$ cat src/phone_params.svh
// Constants for the phone gain and host configuration block
`ifndef PHONE_PARAMS_SVH
`define PHONE_PARAMS_SVH
`define ADDR_RX_GAIN 8'h08
`define ADDR_FIFO 8'h0d
`define ADDR_CTRL_CHAN 8'h0b
`define ADDR_SENSE 8'h0c
`define ADDR_DATA_RATE 8'h09
`define NUM_CTRL_REGS 13
`define FIFO_DEPTH 11
`define BIT_HPF 7
`define RFG_HI 6
`define RFG_LO 4
`define RDG_HI 3
`define RDG_LO 0
`define RX_GAIN_RESET 8'h00
`define MCLK_HZ 250000000
`define SAMPLE_HZ 8000
`define SAMPLE_DIV (`MCLK_HZ / `SAMPLE_HZ)
`endif

$ cat src/phone_pkg.sv
// Types for the phone gain and host configuration block
package phone_pkg;
  typedef struct packed {
    logic [7:0] addr;
    logic [7:0] wdata;
    logic wr;
    logic rd;
  } host_req_t;
  typedef enum logic [3:0] {
    RATE_8 = 4'b0001,
    RATE_16 = 4'b0010,
    RATE_48 = 4'b0100,
    RATE_64 = 4'b1000
  } rate_t;
endpackage
$ cat src/phone_config.sv
// Host register bank of the digital telephone device
`timescale 1ns/10ps
`include "phone_params.svh"
module phone_config #(
  parameter bit ALAW = 1'b0
) (
  // Clock and reset
  input wire logic i_mclk,
  input wire logic i_reset,
  // Host bus, address latched on i_as
  input wire logic i_cs_n,
  input wire logic i_as,
  input wire logic i_rd,
  input wire logic i_wr,
  input wire logic [7:0] i_ad,
  output logic [7:0] o_ad,
  output logic o_ad_oe,
  // Gain controls, data-link rate and companding law select
  output logic o_transmit_highpass_enable,
  output logic [2:0] o_rx_filter_gain,
  output logic signed [3:0] o_rx_filter_db,
  output logic [3:0] o_rx_digital_gain,
  output logic [6:0] o_dl_rate_kbps,
  output logic o_alaw,
  // Codec sample strobe and value
  input wire logic [7:0] i_codec_sample,
  output logic o_sample_stb,
  output logic [7:0] o_sample,
  // Control channel
  input wire logic [7:0] i_ctrl_chan_rx,
  output logic [7:0] o_ctrl_chan_tx,
  // Data link FIFO link side
  input wire logic i_dl_rx_push,
  input wire logic [7:0] i_dl_rx_data,
  input wire logic i_dl_tx_pop,
  output logic [7:0] o_dl_tx_data,
  output logic o_dl_tx_valid,
  // Sense/drive ports, open drain
  input wire logic [6:0] i_sense_drive_ports,
  output logic [6:0] o_sense_drive_ports,
  output logic [6:0] o_sense_drive_ports_oe
);
  typedef struct packed {
    logic [7:0] addr;
    logic [`NUM_CTRL_REGS-1:0][7:0] regs;
    logic [7:0] rdata;
    logic oe;
    logic [15:0] div;
    logic stb;
    logic [7:0] smp;
    logic tx_valid;
  } st_t;
  st_t s_q, s_d;
  phone_pkg::host_req_t req;
  phone_pkg::rate_t rate;
  logic rx_pop, rx_empty, tx_push, tx_empty, tx_full, rx_full;
  logic [7:0] rx_fifo_data, tx_fifo_data;
  function automatic logic signed [3:0] filt_db(input logic [2:0] c);
    filt_db = -$signed({1'b0, c});
  endfunction
  function automatic phone_pkg::rate_t rate_sel(input logic [1:0] c);
    case (c)
      2'd0: rate_sel = phone_pkg::RATE_8;
      2'd1: rate_sel = phone_pkg::RATE_16;
      2'd2: rate_sel = phone_pkg::RATE_48;
      default: rate_sel = phone_pkg::RATE_64;
    endcase
  endfunction
  assign req.addr = s_q.addr;
  assign req.wdata = i_ad;
  assign req.wr = !i_cs_n && i_wr;
  assign req.rd = !i_cs_n && i_rd;
  assign tx_push = req.wr && req.addr == `ADDR_FIFO;
  assign rx_pop = req.rd && req.addr == `ADDR_FIFO;
  assign rate = rate_sel(s_q.regs[`ADDR_DATA_RATE][1:0]);
  phone_fifo u_tx_fifo (
    .i_mclk(i_mclk), .i_reset(i_reset), .i_push(tx_push), .i_data(i_ad),
    .i_pop(i_dl_tx_pop), .o_data(tx_fifo_data), .o_empty(tx_empty),
    .o_full(tx_full)
  );
  phone_fifo u_rx_fifo (
    .i_mclk(i_mclk), .i_reset(i_reset), .i_push(i_dl_rx_push),
    .i_data(i_dl_rx_data), .i_pop(rx_pop), .o_data(rx_fifo_data),
    .o_empty(rx_empty), .o_full(rx_full)
  );
  always_comb begin
    s_d = s_q;
    s_d.stb = 1'b0;
    if (!i_cs_n && i_as) begin
      s_d.addr = i_ad;
    end
    if (req.wr && req.addr < 8'(`NUM_CTRL_REGS) &&
        req.addr != `ADDR_FIFO) begin
      s_d.regs[req.addr[3:0]] = req.wdata;
    end
    s_d.oe = req.rd;
    if (req.addr == `ADDR_FIFO) begin
      s_d.rdata = rx_fifo_data;
    end else if (req.addr == `ADDR_CTRL_CHAN) begin
      s_d.rdata = i_ctrl_chan_rx;
    end else if (req.addr == `ADDR_SENSE) begin
      s_d.rdata = {1'b0, i_sense_drive_ports};
    end else if (req.addr < 8'(`NUM_CTRL_REGS)) begin
      s_d.rdata = s_q.regs[req.addr[3:0]];
    end else begin
      s_d.rdata = 8'h00;
    end
    if (s_q.div == 16'(`SAMPLE_DIV - 1)) begin
      s_d.div = 16'h0000;
      s_d.stb = 1'b1;
      s_d.smp = i_codec_sample;
    end else begin
      s_d.div = s_q.div + 16'h0001;
    end
    s_d.tx_valid = !tx_empty;
  end
  always_ff @(posedge i_mclk) begin
    if (i_reset) begin
      s_q <= '0;
    end else begin
      s_q <= s_d;
    end
  end
  always_ff @(posedge i_mclk) begin
    if (i_reset) begin
      o_transmit_highpass_enable <= 1'b0;
      o_rx_filter_gain <= 3'h0;
      o_rx_filter_db <= 4'h0;
      o_rx_digital_gain <= 4'h0;
      o_dl_rate_kbps <= 7'h08;
      o_alaw <= ALAW;
      o_ctrl_chan_tx <= 8'h00;
      o_sense_drive_ports_oe <= 7'h00;
    end else begin
      o_transmit_highpass_enable <= s_d.regs[`ADDR_RX_GAIN][`BIT_HPF];
      o_rx_filter_gain <= s_d.regs[`ADDR_RX_GAIN][`RFG_HI:`RFG_LO];
      o_rx_filter_db <= filt_db(s_d.regs[`ADDR_RX_GAIN][`RFG_HI:`RFG_LO]);
      o_rx_digital_gain <= s_d.regs[`ADDR_RX_GAIN][`RDG_HI:`RDG_LO];
      o_alaw <= ALAW;
      o_ctrl_chan_tx <= s_d.regs[`ADDR_CTRL_CHAN];
      o_sense_drive_ports_oe <= ~s_d.regs[`ADDR_SENSE][6:0];
      case (rate)
        phone_pkg::RATE_8: o_dl_rate_kbps <= 7'h08;
        phone_pkg::RATE_16: o_dl_rate_kbps <= 7'h10;
        phone_pkg::RATE_48: o_dl_rate_kbps <= 7'h30;
        phone_pkg::RATE_64: o_dl_rate_kbps <= 7'h40;
        default: o_dl_rate_kbps <= 7'h08;
      endcase
    end
  end
  always_ff @(posedge i_mclk) begin
    o_dl_tx_data <= tx_fifo_data;
  end
  assign o_ad = s_q.rdata;
  assign o_ad_oe = s_q.oe;
  assign o_sample_stb = s_q.stb;
  assign o_sample = s_q.smp;
  assign o_dl_tx_valid = s_q.tx_valid;
  assign o_sense_drive_ports = 7'h00;
  a_hpf_follows: assert property (@(posedge i_mclk) disable iff (i_reset)
    o_transmit_highpass_enable == s_q.regs[`ADDR_RX_GAIN][7])
    else $error("highpass enable mismatch");
  a_filter_gain: assert property (@(posedge i_mclk) disable iff (i_reset)
    o_rx_filter_gain == 3'h7 |-> o_rx_filter_db == -4'sd7)
    else $error("filter gain map wrong");
  a_filter_field: assert property (@(posedge i_mclk) disable iff (i_reset)
    o_rx_filter_gain == s_q.regs[`ADDR_RX_GAIN][6:4])
    else $error("filter field mismatch");
  a_digital_field: assert property (@(posedge i_mclk) disable iff (i_reset)
    o_rx_digital_gain == s_q.regs[`ADDR_RX_GAIN][3:0])
    else $error("digital gain mismatch");
  a_gain_write: assert property (@(posedge i_mclk) disable iff (i_reset)
    req.wr && req.addr == 8'h08 |=> s_q.regs[8] == $past(i_ad))
    else $error("gain register write lost");
  a_gain_read: assert property (@(posedge i_mclk) disable iff (i_reset)
    req.rd && req.addr == 8'h08 && !req.wr |=> o_ad_oe && o_ad == s_q.regs[8])
    else $error("gain register read wrong");
  a_sample_rate: assert property (@(posedge i_mclk) disable iff (i_reset)
    o_sample_stb |=> !o_sample_stb [*8])
    else $error("sample strobe too fast");
  a_alaw_fixed: assert property (@(posedge i_mclk) disable iff (i_reset)
    o_alaw == ALAW) else $error("law changed");
  a_rate_legal: assert property (@(posedge i_mclk) disable iff (i_reset)
    o_dl_rate_kbps inside {7'h08, 7'h10, 7'h30, 7'h40})
    else $error("illegal rate");
  c_gain_write: cover property (@(posedge i_mclk) req.wr && req.addr == 8'h08);
  c_fifo_push: cover property (@(posedge i_mclk) tx_push);
  a_oe_follows: assert property (@(posedge i_mclk) disable iff (i_reset)
    req.rd |=> o_ad_oe)
    else $error("read enable missing");
  a_unmap_read: assert property (@(posedge i_mclk) disable iff (i_reset)
    req.rd && req.addr > `ADDR_FIFO |=> o_ad == 8'h00)
    else $error("unmapped read not zero");
  a_ctrl_read: assert property (@(posedge i_mclk) disable iff (i_reset)
    req.rd && req.addr == `ADDR_CTRL_CHAN |=> o_ad == $past(i_ctrl_chan_rx))
    else $error("control channel read wrong");
  a_ctrl_tx_follows: assert property (@(posedge i_mclk) disable iff (i_reset)
    o_ctrl_chan_tx == s_q.regs[`ADDR_CTRL_CHAN])
    else $error("control channel drive mismatch");
  a_fifo_head_read: assert property (@(posedge i_mclk) disable iff (i_reset)
    rx_pop && !rx_empty |=> o_ad == $past(rx_fifo_data))
    else $error("fifo read data wrong");
  a_tx_valid: assert property (@(posedge i_mclk) disable iff (i_reset)
    !tx_empty |=> o_dl_tx_valid)
    else $error("transmit valid missing");
  c_sample: cover property (@(posedge i_mclk) o_sample_stb);
  c_gain_read: cover property (@(posedge i_mclk) req.rd && req.addr == 8'h08);
  c_rx_full: cover property (@(posedge i_mclk) rx_full);
endmodule

$ cat src/phone_fifo.sv
// Eleven-byte FIFO for the data-link path
`timescale 1ns/10ps
`include "phone_params.svh"
module phone_fifo (
  // Clock and reset
  input wire logic i_mclk,
  input wire logic i_reset,
  // Fill side
  input wire logic i_push,
  input wire logic [7:0] i_data,
  // Drain side
  input wire logic i_pop,
  output logic [7:0] o_data,
  output logic o_empty,
  output logic o_full
);
  typedef struct packed {
    logic [3:0] wp;
    logic [3:0] rp;
    logic [3:0] cnt;
  } st_t;
  st_t s_q, s_d;
  logic [7:0] mem [0:`FIFO_DEPTH-1];
  logic do_push, do_pop;
  function automatic logic [3:0] inc(input logic [3:0] p);
    inc = (p == 4'(`FIFO_DEPTH - 1)) ? 4'h0 : p + 4'h1;
  endfunction
  assign do_push = i_push && (s_q.cnt != 4'(`FIFO_DEPTH));
  assign do_pop = i_pop && (s_q.cnt != 4'h0);
  always_comb begin
    s_d = s_q;
    if (do_push) begin
      s_d.wp = inc(s_q.wp);
    end
    if (do_pop) begin
      s_d.rp = inc(s_q.rp);
    end
    s_d.cnt = s_q.cnt + {3'h0, do_push} - {3'h0, do_pop};
  end
  always_ff @(posedge i_mclk) begin
    if (i_reset) begin
      s_q <= '0;
    end else begin
      s_q <= s_d;
    end
    if (do_push) begin
      mem[s_q.wp] <= i_data;
    end
  end
  assign o_data = mem[s_q.rp];
  assign o_empty = (s_q.cnt == 4'h0);
  assign o_full = (s_q.cnt == 4'(`FIFO_DEPTH));
  a_fifo_bound: assert property (@(posedge i_mclk) disable iff (i_reset)
    s_q.cnt <= 4'(`FIFO_DEPTH)) else $error("fifo count over depth");
endmodule

$ cat config.mk
export PLATFORM = sky130hd
export DESIGN_NAME = phone_config
export DESIGN_NICKNAME = d
export VERILOG_FILES = /design/src/phone_pkg.sv /design/src/phone_config.sv /design/src/phone_fifo.sv
export VERILOG_INCLUDE_DIRS = /design/src
export SDC_FILE = /design/constraint.sdc
export NUM_CORES = 1
export LEC_CHECK = 0
export ABC_AREA = 1
export BUFFER_PORTS_ARGS = -buffer_cell sky130_fd_sc_hd__buf_2
export CAP_MARGIN = 5
export CORE_MARGIN = 10
export CORE_UTILIZATION = 48
export DETAILED_ROUTE_END_ITERATION = 6
export PLACE_DENSITY_LB_ADDON = 0.3
export SLEW_MARGIN = 20
export SYNTH_ARGS = -nofsm -noshare
export SYNTH_HDL_FRONTEND = slang
export SYNTH_SLANG_ARGS = --single-unit
export TNS_END_PERCENT = 30
$ cat constraint.sdc
create_clock -name i_mclk -period 2.1 [get_ports i_mclk]
set_clock_uncertainty 0.05 [all_clocks]
set_input_delay 0.105 -clock i_mclk [delete_from_list [all_inputs] [get_ports i_mclk]]
set_output_delay 0.105 -clock i_mclk [all_outputs]
set_load 0.02 [all_outputs]
## Word-level counts from Yosys, hierarchy flattened

Memory sizes are Yosys's and may differ from the RTL's. A register that Yosys moved wholly into a read port is not among the register bits.
Index checks and enable logic that the tools add are counted.

| word-level totals | value |
|---|---|
| bits in writable memories | 176 |
| memories | 2 |
| input bits | 47 |
| register bits | 197 |
| output and inout bits | 69 |

| operators by class | value |
|---|---|
| bitwise operators | 1 |
| add/subtract/negate cells | 10 |
| $lt $le $gt $ge | 3 |
| reduce and logical (&&, ||, !) cells | 19 |
| equal/unequal tests | 16 |
| mux-type cells | 23 |

Memories:

| memory | words | bits a word | read ports | clocked after memory_dff | write ports | line | RTL |
|---|---|---|---|---|---|---|---|
| u_rx_fifo.mem | 11 | 8 | 1 | 1 | 1 | phone_fifo.sv:23 | `` logic [7:0] mem [0:`FIFO_DEPTH-1]; `` |
| u_tx_fifo.mem | 11 | 8 | 1 | 1 | 1 | phone_fifo.sv:23 |  |

Operator list:

| cell | number |
|---|---|
| $bwmux 104 | 1 |
| $mux 103 | 1 |
| $mux 8 | 6 |
| $bmux 8 s4 | 1 |
| $demux 8 s4 | 1 |
| $eq 8x4->1 const B | 3 |
| $mux 4 | 6 |
| $pmux 7 s3 | 1 |
| $eq 4x4->1 const B | 5 |
| $add 16x1->16 const B | 1 |
| $add 4x1->4 const B | 4 |
| $eq 16x15->1 const B | 1 |
| $logic_and 1x1->1 | 12 |
| $pmux 4 s3 | 1 |
| $mux 9 | 1 |
| $add 4x1->4 | 2 |
| $lt 8x4->1 const B | 1 |
| $ne 4x4->1 const B | 2 |
| $ne 8x4->1 const B | 1 |
| $reduce_bool 4->1 | 2 |
| $sub 4x1->4 | 2 |
| $not 7->7 | 1 |
| $lt 4x5->1 const B | 1 |
| $eq 4x2->1 const B | 1 |
| 10 further kinds | 14 |

## Logic depth before layout (Yosys ltp)

Gate-level depths: netlist (run 1).

| depth | value |
|---|---|
| word-level depth | 7 |
| mapped depth | 13 |
| mapped depth without buffers | 12 |

## Modules after synthesis

From an unflattened synthesis (run 1), not the netlist that was laid out.

| second synthesis, totals | value |
|---|---|
| cell total of the unflattened synthesis | 2024 |
| area total of the unflattened synthesis | 16913.7 um^2 |

Modules (own cells, without submodules):

| module | area an instance (um^2) | times used | cells an instance |
|---|---|---|---|
| phone_fifo | 4525.6 | 2 | 445 |
| phone_config | 7862.5 | 1 | 1134 |

## Least setup slack after synthesis (run 1)

No wires, ideal clock.

| timing path | value |
|---|---|
| kind | register -> register |
| start point | reg s_q, in the netlist req[11] |
| end point | reg u_rx_fifo.s_q[1] in the netlist's numbering |
| setup slack | -47 ps |
| path buffers | 1 |
| arrival | 1970 ps |
| cell stages (with the launch flop) | 12 |
| cell sequence | dfxtp_1 -> buf_6 -> nor2_8 -> nand2_1 -> nor2_1 -> nand2_1 -> or2_2 -> nand2_1 -> ha_1 -> fa_1 -> inv_1 -> nor2_1 |

RTL lines:

| what | line | RTL |
|---|---|---|
| from (decl) | phone_config.sv:53 | `st_t s_q, s_d;` |
| from (signal assigned) | phone_config.sv:119 | `s_q <= '0;` |
| from (signal assigned) | phone_config.sv:121 | `s_q <= s_d;` |
| to (signal assigned) | phone_fifo.sv:42 | `s_q <= '0;` |
| to (signal assigned) | phone_fifo.sv:44 | `s_q <= s_d;` |
| to (decl) | phone_fifo.sv:22 | `st_t s_q, s_d;` |

==> summary.md, run 1 <==
| Metric | Value |
|---|---|
| Endpoints failing setup | 0 |
| Hold Path Class | in -> reg |
| CTS tree | yes |
| GRT busiest layer | met2 |
| Synthesized flop and latch total | 373 |
| Synthesized area | 16370 um^2 |
| Tot GR Track Use | 20.72% |
| Die Wd | approximately 200 um |
| Biggest area consumer among synthesized cells | edfxtp_1 |
| Tmin final | 2051 ps |
| Commonest non-fill, non-tap cell in the layout | nand2_1 |
| Largest net degree at the start of global routing | 100 |
| Vias | roughly 13000 |
| FP Rows | 67 |
| Worst-path maximum fanout | 3 |
| CP startpoint kind | flip-flop |
| Top cell type's share of synthesized area | 32.28% |
| Max-cap viol count | 0 |
| WP data arrival | 2430 ps |
| DP HPWL | about 30 mm |
| Overflow left after global routing | 0 |
| VDD IR max | 0.7634 mV |
| CTS max path bufs | 3 |
| Vias in the first global route | 12580 |
| Clk root buf | clkbuf_16 |
| Worst-Margin Slew | 803.8 ps |
| Die ar. | ~42000 um^2 |
| Core area | 33620 um^2 |
| Final period utilization | 97.64% |
| Vias per inst | 5.317 |
| Clock sinks | 373 |
| TritonCTS buffer count | 40 |
| Finished layout cell area | 19240 um^2 |
| Drt first pass iters | 5 |
| Library cells used by synthesis | 51 |
| Slowest-stage cell, CP | fa_1 |
| WP data required | 2480 ps |
| Share of layout cells above drive strength 1 | roughly 16% |
| Chip height | 204.7 um |
| DRT Wirelength | about 45 mm |
| Slew Limit Fails | 0 |
| Initial Util | 48.70% |
| Antenna cells | 0 |
| Clock Pin Slew Worst Setup and Hold Paths | roughly 60 ps |
| Synth top area cells | edfxtp_1, dfxtp_1, nand2_1, a21oi_1, o21ai_0 |
| Placed Cells | 2386 |
| Sequential area share after synthesis | 56.37% |
| Pleak | 7.937 nW |
| H-Tree Depth | 2 |
| Met1 usage | 28.10% |
| First-pass GRT wire length | 69.19 mm |
| Synth warn | 0 |
| Buffers on Ports | between 100 and 150 |
| Pwr/cell area | 889.8 nW/um^2 |
| Area growth, synth to finish | 17.53% |
| Most frequent cells in the layout | nand2_1, dfxtp_1, edfxtp_1, a21oi_1, nor2_1 |
| WS Path Type | reg -> reg |
| Worst-skew pair later-pin latency | 560 ps |
| Finished Layout Cells | approximately 2500 |
| Status | finished clean |
| CP endpoint kind | flip-flop |
| Num ports | 116 |
| Largest stage delay on the critical path | 410 ps |
| FMAX | 487.7 MHz |
| DRC | 0 |
| Final Hold Viols | 0 |
| GR met3 Demand/Resource | 3.665% |
| Fill cells | ~2900 |
| GRT met2 Usage | 32.91% |
| Crit path cell chain | nor2_2 -> nand3_4 -> nor2_4 -> nand2_2 -> or2_4 -> nand2_1 -> ha_2 -> fa_1 -> inv_1 -> nor2_1 |
| Antenna violations before repair | 0 |
| Rel. slew slack | 46.36% |
| Tot Pwr | 17.12 mW |
| WL/cell | 17.77 um |
| RePlAce Congestion | 0.8791 |
| Final nets | 2094 |
| Placed cell area | 17400 um^2 |
| Post-Synthesis Cells | 1876 |
| Syn_area_per_cell | between 8 and 9 um^2 |
| Final ANT Viol Nets | 0 |
| DR iter-0 viols | 1065 |
==> critical path, delay by kind of cell (launching register included) <==
| kind | cells | cell delay [ps] |
|---|---|---|
| buf+inv | 1 | 60 |
| simple gates | 7 | 900 |
| flops | 1 | 310 |
| fa+ha+maj | 2 | 600 |
==> per-stage QoR <==
| step | setup WS [ps] | hold WS [ps] | setup TNS, ps | util (%) |
|---|---|---|---|---|
| floorplan | 20.08 | 153.9 | 0 | - |
| global placement | 49.18 | 244.1 | 0 | 51.76 |
| detailed placement | -22.55 | 249.5 | -22.55 | 51.76 |
| CTS | 12.96 | 27.31 | 0 | 56.98 |
| global route | -33.69 | 49.88 | -68.45 | 57.24 |
| finish | 49.48 | 31.21 | 0 | 57.24 |
==> Yosys cell counts, drive strengths merged <==
cell type and number:
nor3b 2, clkinv 2, xnor2 2, o211a 4, nand3b 1, a22oi 13
o22ai 1, a211oi 5, nand3 91, nor4 2, a221oi 1, nand4 7
buf 75, inv 140, edfxtp 176, and3 1, conb 1, clkbuf 50
o21a 1, dfxtp 197, o2111ai 1, nor3 20, a21oi 152, ha 17
a31oi 5, fa 2, or2 6, xor2 5, o21ai 103, o211ai 21
nand2 641, nor2 131
==> cell type report <==
class / count / area (um^2) / area share [%]
tap: 448 / 560.5 / 2.913
timing repair buffer: 225 / 1614 / 8.389
sequential: 373 / 9235 / 48.00
clock buffer: 55 / 1107 / 5.755
inverter: 142 / 543.0 / 2.822
clock inverter: 19 / 193.9 / 1.008
multi-input combinational: 1246 / 5987 / 31.12
==> layer usage <==
| metal | share of wire [%] | vias to the layer above |
|---|---|---|
| met1 | 43 | 6341 |
| met2 | 46 | 492 |
| li1 | - | 6423 |
| met5 | 0 | - |
| met4 | 2.9 | 0 |
| met3 | 7.7 | 80 |
==> power breakdown <==
part	total [mW]	internal, mW	switching, mW
registers	7.97	7.84	0.131
clock network	6.97	4.09	2.88
logic	2.18	0.734	1.44
total	17.1	12.7	4.46
==> state kept, by name, indices dropped and copies added, names as in the netlist, named ones only <==
| name | count |
|---|---|
| s_q | 112 |
| o_dl_tx_data | 8 |
| u_tx_fifo.s_q | 12 |
| o_dl_tx_valid | 1 |
| o_sample_stb | 1 |
| u_rx_fifo.s_q | 12 |
| o_sample | 8 |
| o_ad | 8 |
| o_dl_rate_kbps | 4 |
| u_tx_fifo.mem | 88 |
| o_ad_oe | 1 |
| o_ctrl_chan_tx | 8 |
| u_rx_fifo.mem | 88 |
| req | 8 |
| o_rx_filter_db | 3 |
| o_sense_drive_ports_oe | 7 |
==> worst paths after layout <==
kind | from | to | slack, ps | cells past startpoint
hold / removal | i_ad[4] | req[14]$_SDFFE_PP0P_ | 30 | 3
setup / recovery | req[15]$_SDFFE_PP0P_ | u_rx_fifo.s_q[1]$_SDFF_PP0_ | 50 | 10
hold reg to reg | s_q[76]$_SDFFE_PP0P_ | s_q[76]$_SDFFE_PP0P_ | 400 | 2
setup reg to reg | req[15]$_SDFFE_PP0P_ | u_rx_fifo.s_q[1]$_SDFF_PP0_ | 50 | 10
==> cells by family (layout without fill, tap and decap cells) <==
family | after synthesis | in the layout | synth area share (%)
AND/OR/NAND/NOR | 902 | 902 | 23.71
AO/OA/AOI/OAI | 307 | 307 | 10.35
XOR/XNOR | 7 | 7 | 0.3745
other | 1 | 11 | 0.02291
flip-flops | 373 | 373 | 56.37
adder cells (fa/ha/maj) | 19 | 19 | 1.544
buffers and inverters | 267 | 441 | 7.628
==> repair_timing <==
item | CTS | global route
hold endpoints to repair | 134 | 0
gates resized for setup | 1 | 20
endpoints found under the setup margin | 1 | 37
hold buffers | 45 | 0
pin swaps | 0 | 7
buffers inserted | 0 | 3
Note: power is estimated with default switching activity, not from simulation.
==> run 2, diff against run 1 <==
Clock period 2.1 ns to 2.6 ns, I/O delays scaled along.
==> run 2 against run 1 <==
Die area stayed put. Hold slack worse by 11 ps. Fmax is 14% lower. Clock-buffer cell count is 6 higher. Combinational power is 27% lower. Cell count is 1.6% lower. Largest cell class unchanged.
==> summary.md, run 2 (synthesized netlist as in run 1, its figures left out) <==
| Metric | Value |
|---|---|
| Die Wd | approximately 200 um |
| Largest stage delay on the critical path | around 570 ps |
| Final ANT Viol Nets | 0 |
| Worst-skew pair later-pin latency | approximately 530 ps |
| VDD IR max | 0.5266 mV |
| Final Hold Viols | 0 |
| Chip height | 204.7 um |
| Endpoints failing setup | 0 |
| Crit path cell chain | buf_4 -> nor2_8 -> inv_2 -> nor2_8 -> inv_2 -> nor2_4 -> nand2_1 -> nand2_1 -> dlygate4sd3_1 -> nor2_1 -> a21oi_1 |
| Largest reg by FF count | s_q |
| TritonCTS buffer count | 40 |
| Rel. slew slack | 50.78% |
| Vias per inst | 5.303 |
| CTS tree | yes |
| Pleak | 7.676 nW |
| Tot Pwr | 13.42 mW |
| WS Path Type | reg -> reg |
| WL/cell | about 18 um |
| Most frequent cells in the layout | nand2_1, dfxtp_1, edfxtp_1, a21oi_1, inv_1 |
| Number of flip-flops in the largest register | ~110 |
| Slew Limit Fails | 0 |
| CP endpoint kind | flip-flop |
| Core area | 33620 um^2 |
| Clock Pin Slew Worst Setup and Hold Paths | 60 ps |
| WP data arrival | approximately 2800 ps |
| RR Endpoint | o_ad[5]$_SDFF_PP0_ |
| FP Rows | 67 |
| Antenna violations before repair | 0 |
| Tmin final | between 2000 and 2500 ps |
| CP startpoint kind | flip-flop |
| Hold Path Origin | i_ctrl_chan_rx[6] |
| RSZ-0062 raised after global routing | no |
| Buffers on Ports | roughly 100 |
| Largest net degree at the start of global routing | 97 |
| Final nets | 2055 |
| Vias in the first global route | about 13000 |
| Setup TNS | 0 ps |
| DP HPWL | 29.26 mm |
| H-Tree Depth | 2 |
| Reg-to-Reg Start | req[10]$_SDFFE_PP0P_ |
| WP data required | between 3000 and 4000 ps |
| Hold Path Class | in -> reg |
| DRC | 0 |
| Slowest-stage cell, CP | dlygate4sd3_1 |
| CTS max path bufs | 3 |
| Final Util | 55.82% |
| Tot GR Track Use | just over 20% |
| Setup repair bufs after CTS | 0 |
| Area growth, synth to finish | 14.63% |
| CP top delay family | buffers and inverters |
| RePlAce Congestion | 0.9036 |
| Worst-Margin Slew | 737.4 ps |
| Commonest non-fill, non-tap cell in the layout | nand2_1 |
| First-pass GRT wire length | 69.02 mm |
| Vias | 13083 |
| Max-cap viol count | 0 |
| Largest regs | s_q x112, u_rx_fifo.mem x88, u_tx_fifo.mem x88 |
| Final period utilization | 91.93% |
| Reg2reg setup slack | ~210 ps |
| Antenna cells | 0 |
| Clock sinks | between 300 and 400 |
| Reg2reg path depth | 11 |
| Finished Layout Cells | 2467 |
| Fill cells | 2990 |
| Finished layout cell area | 18770 um^2 |
| Worst-path maximum fanout | 25 |
| Status | finished clean |
| Share of layout cells above drive strength 1 | a little over an eighth |
| Placed cell area | between 15000 and 20000 um^2 |
| DR iter-0 viols | 1274 |
| Num ports | roughly 120 |
| Overflow left after global routing | 0 |
| WHS Endpoint | o_ad[6]$_SDFF_PP0_ |
| WHS Path Cells | 5 |
| DRT Wirelength | 44.08 mm |
| Placed Cells | 2358 |
| Initial Util | 48.70% |
| Pwr/cell area | about 710 nW/um^2 |
| Worst path bufs/invs | 4 |
| Die ar. | 41890 um^2 |
| Drt first pass iters | 5 |
| Clk root buf | clkbuf_16 |
| FMAX | 418.4 MHz |
[run 2: cell types whose count changed in the layout (fill, tap and decap cells not counted), moves of 4 or more]
cell,change
buf_4,-27
dlygate4sd3_1,-8
clkinv_2,-5
clkbuf_1,+4
[run 2: stage by stage]
stage	setup slack, ps	hold slack (ps)
final	209.8	20.68
after global routing	21.37	39.02
after CTS	88.77	5.340
after detailed placement	267.7	276.5
after global placement	319.9	268.6
after floorplan	452.8	178.9
[run 2: per-layer routing]
layer | track usage, % | wire (um)
met3 | 3.412 | 3043
met5 | 0 | 0
met1 | 27.54 | 19390
met4 | 6.876 | 1109
met2 | 33.16 | 20540
[run 2: worst register-to-register path, cell delays in order (launching register included)]
cell           delay, ps
dfxtp_2              330
buf_4                240
nor2_8               190
inv_2                 80
nor2_8               160
inv_2                 90
nor2_4               220
nand2_1               80
nand2_1               80
dlygate4sd3_1        570
nor2_1                60
a21oi_1              180
[run 2: how the worst max path moves through the flow]
stage / from / endpoint / slack [ps] / depth (start not counted)
2_1_floorplan: req[11]$_SDFFE_PP0P_ / u_rx_fifo.s_q[1]$_SDFF_PP0_ / 450 / 11
3_3_place_gp: req[12]$_SDFFE_PP0P_ / u_rx_fifo.s_q[1]$_SDFF_PP0_ / 320 / 11
3_5_place_dp: req[12]$_SDFFE_PP0P_ / u_rx_fifo.s_q[1]$_SDFF_PP0_ / 270 / 11
4_1_cts: req[11]$_SDFFE_PP0P_ / o_ad[1]$_SDFF_PP0_ / 90 / 11
5_1_grt: req[11]$_SDFFE_PP0P_ / o_ad[1]$_SDFF_PP0_ / 20 / 10
6_report: req[10]$_SDFFE_PP0P_ / o_ad[5]$_SDFF_PP0_ / 210 / 11
[run 2: area by class of cell]
| type | count | area [um^2] | area share, % |
|---|---|---|---|
| clock inverter | 11 | 63.81 | 0.3400 |
| sequential | 373 | 9230 | 49.19 |
| inverter | 142 | 543.0 | 2.894 |
| timing repair buffer | 186 | 1260 | 6.714 |
| tap | 448 | 560.5 | 2.987 |
| multi-input combinational | 1246 | 5936 | 31.63 |
| clock buffer | 61 | 1172 | 6.247 |
[run 2: repair_timing]
item                                    4_1_cts  5_1_grt
resized for setup                             0        2
endpoints found under the hold margin       125        0
hold buffers                                 37        0
endpoints found under the setup margin        0        6
[run 2: power by group]
group	switching, mW	total [mW]	leakage, nW	internal, mW
sequential	0.138	6.47	3.19	6.33
combinational	1.07	1.59	3.89	0.517
clock	2.25	5.36	0.596	3.11
==> run 3, diff against run 2 <==
Settings changed: GPL_TIMING_DRIVEN set to 0.
==> run 3 against run 2 <==
Design area rose by 2.0%. Fmax is 3.6% lower. Clock power up 4.1%. Highest routed layer unchanged. Total power up 2.1%. Critical endpoint is now u_tx_fifo.mem[1][0]$_DFFE_PP_. Critical path depth fell by 4. First-iteration DRC count fell by 1.5%. Sequential cell count unchanged.
==> summary.md, run 3 (synthesized netlist as in run 1, its figures left out) <==
| Metric | Value |
|---|---|
| CTS max path bufs | 3 |
| Core area | roughly 34000 um^2 |
| Setup slack after layout | 120.4 ps |
| Number of flip-flops in the largest register | about 110 |
| CP startpoint kind | flip-flop |
| Setup repair bufs after CTS | 0 |
| Max-cap viol count | 0 |
| Worst-skew pair later-pin latency | 540 ps |
| Pwr/cell area | 715.9 nW/um^2 |
| Finished Layout Cells | 2544 |
| Reg2reg setup slack | 120 ps |
| RSZ-0062 raised after global routing | yes |
| Clock sinks | roughly 370 |
| Largest net degree at the start of global routing | 16 |
| Worst path bufs/invs | 1 |
| WHS Path Cells | 5 |
| RR Endpoint | u_tx_fifo.mem[1][0]$_DFFE_PP_ |
| FMAX | 403.3 MHz |
| WHS Endpoint | o_ad[6]$_SDFF_PP0_ |
| Endpoints failing setup | 0 |
| DRC | 0 |
| Clk root buf | clkbuf_16 |
| WP data arrival | 2580 ps |
| Buffers on Ports | around 100 |
| Area growth, synth to finish | 16.92% |
| Chip height | ~200 um |
| Final Util | between 50% and 60% |
| Share of layout cells above drive strength 1 | 14.46% |
| Worst-path maximum fanout | 8 |
| DRT Wirelength | 45.49 mm |
| Worst-Margin Slew | 964.4 ps |
| Hold Path Origin | i_sense_drive_ports[6] |
| First-pass GRT wire length | 70.81 mm |
| Sw Pwr | about 3.6 mW |
| Die Wd | ~200 um |
| Hold Path Class | in -> reg |
| Int Pwr | approximately 10 mW |
| Reg-to-Reg Start | req[14]$_SDFFE_PP0P_ |
| Vias | 13404 |
| Placed Cells | between 2000 and 2500 |
| Comb pwr share | between 10% and 20% |
| Area of the multi-input gates | 5951 um^2 |
| Placement Setup Slack | 130.3 ps |
| Setup TNS | 0 ps |
| Commonest non-fill, non-tap cell in the layout | nand2_1 |
| FP Rows | 67 |
| Final ANT Viol Nets | 0 |
| Slew Limit Fails | 0 |
| Crit path cell chain | nor2_2 -> nand3_4 -> nor2_8 -> inv_2 -> nor3_1 -> nand2_1 -> nor2_1 |
| Worst hold slack | 7.315 ps |
| H-Tree Depth | 2 |
| WP data required | 2700 ps |
| Clock Pin Slew Worst Setup and Hold Paths | 60 ps |
| CP top delay family | simple AND/OR/NAND/NOR gates |
| Drt first pass iters | 5 |
| Status | finished clean |
| Antenna violations before repair | 0 |
| Vias in the first global route | 12837 |
| Most frequent cells in the layout | nand2_1, dfxtp_1, edfxtp_1, a21oi_1, inv_1 |
| DP HPWL | 31.90 mm |
| Final Hold Viols | 0 |
| Tmin final | 2480 ps |
| Register area | 9229 um^2 |
| Largest stage delay on the critical path | 670 ps |
| WL/cell | approximately 18 um |
| Rel. slew slack | 35.71% |
| Sw Ratio | 25.94% |
| Reg2reg path depth | 7 |
| Pleak | around 7.9 nW |
| RePlAce Congestion | between 0.9 and 1 |
| TritonCTS buffer count | 39 |
| Sequential share of power | between 40% and 50% |
| Largest regs | s_q x112, u_rx_fifo.mem x88, u_tx_fifo.mem x88 |
| Vias per inst | roughly 5.3 |
| DR iter-0 viols | 1255 |
| WS Path Type | reg -> reg |
| Initial Util | 48.70% |
| Final nets | ~2100 |
| Tot GR Track Use | 21.33% |
| CP endpoint kind | flip-flop |
| CTS tree | yes |
| Fill cells | 2905 |
| CP startpoint | req[14]$_SDFFE_PP0P_ |
| Clock power frac | between 40 and 50% |
| Die ar. | roughly 42000 um^2 |
| Largest reg by FF count | s_q |
| Slowest-stage cell, CP | nor2_1 |
| Num ports | 116 |
| VDD IR max | about 0.61 mV |
| Antenna cells | 0 |
| Final period utilization | 95.37% |
| Overflow left after global routing | 0 |
## run 3: per-layer routing
metal / up-vias / track usage [%] / wire length [um]
met5: - / 0 / 0
met4: 0 / 6.982 / 1276
met3: 81 / 4.249 / 4207
met2: 590 / 33.62 / 20620
met1: 6244 / 28.89 / 19380
li1: 6489 / - / -
## run 3: metrics by stage
stage	cell area, um^2	total power, mW
after floorplan	16410	7.606
after global placement	17480	8.144
after detailed placement	17490	8.184
after CTS	19130	13.75
after global routing	19140	14.21
final	19140	13.70
## run 3: tightest hold or removal path: stages
cell and delay, ps:
buf_2 100, nand2_1 50, nand2_1 70, nor2_1 90, a21oi_1 100
## run 3: worst max path at each step
stage | end | slack [ps] | cells past startpoint
3_5_place_dp | u_rx_fifo.s_q[1]$_SDFF_PP0_ | 130 | 12
5_1_grt | u_tx_fifo.mem[1][2]$_DFFE_PP_ | -20 | 7
2_1_floorplan | u_rx_fifo.s_q[1]$_SDFF_PP0_ | 450 | 11
4_1_cts | u_rx_fifo.s_q[1]$_SDFF_PP0_ | 130 | 12
6_report | u_tx_fifo.mem[1][0]$_DFFE_PP_ | 120 | 7
3_3_place_gp | u_rx_fifo.mem[5][2]$_DFFE_PP_ | 120 | 7
## run 3: area by class of cell
| class | count | share of cell area (%) |
|---|---|---|
| buffer | 125 | 3.687 |
| clock buffer | 55 | 5.785 |
| clock inverter | 17 | 0.9348 |
| inverter | 142 | 2.837 |
| multi-input combinational | 1246 | 31.09 |
| sequential | 373 | 48.22 |
| tap | 448 | 2.928 |
| timing repair buffer | 138 | 4.523 |
## run 3: repair_timing
| item | CTS | global route |
|---|---|---|
| hold endpoints to repair | 191 | 0 |
| hold buffers | 35 | 0 |
| setup endpoints to repair | 0 | 47 |
| gates resized for setup | 0 | 6 |
## run 3: power by group through the flow
stage | Clock (mW) | Sequential, mW | Combinational (mW)
2_1_floorplan | 0 | 6.63 | 0.977
3_3_place_gp | 0 | 6.54 | 1.61
3_5_place_dp | 0 | 6.54 | 1.64
4_1_cts | 5.65 | 6.42 | 1.69
5_1_grt | 5.90 | 6.43 | 1.87
6_report | 5.58 | 6.42 | 1.70
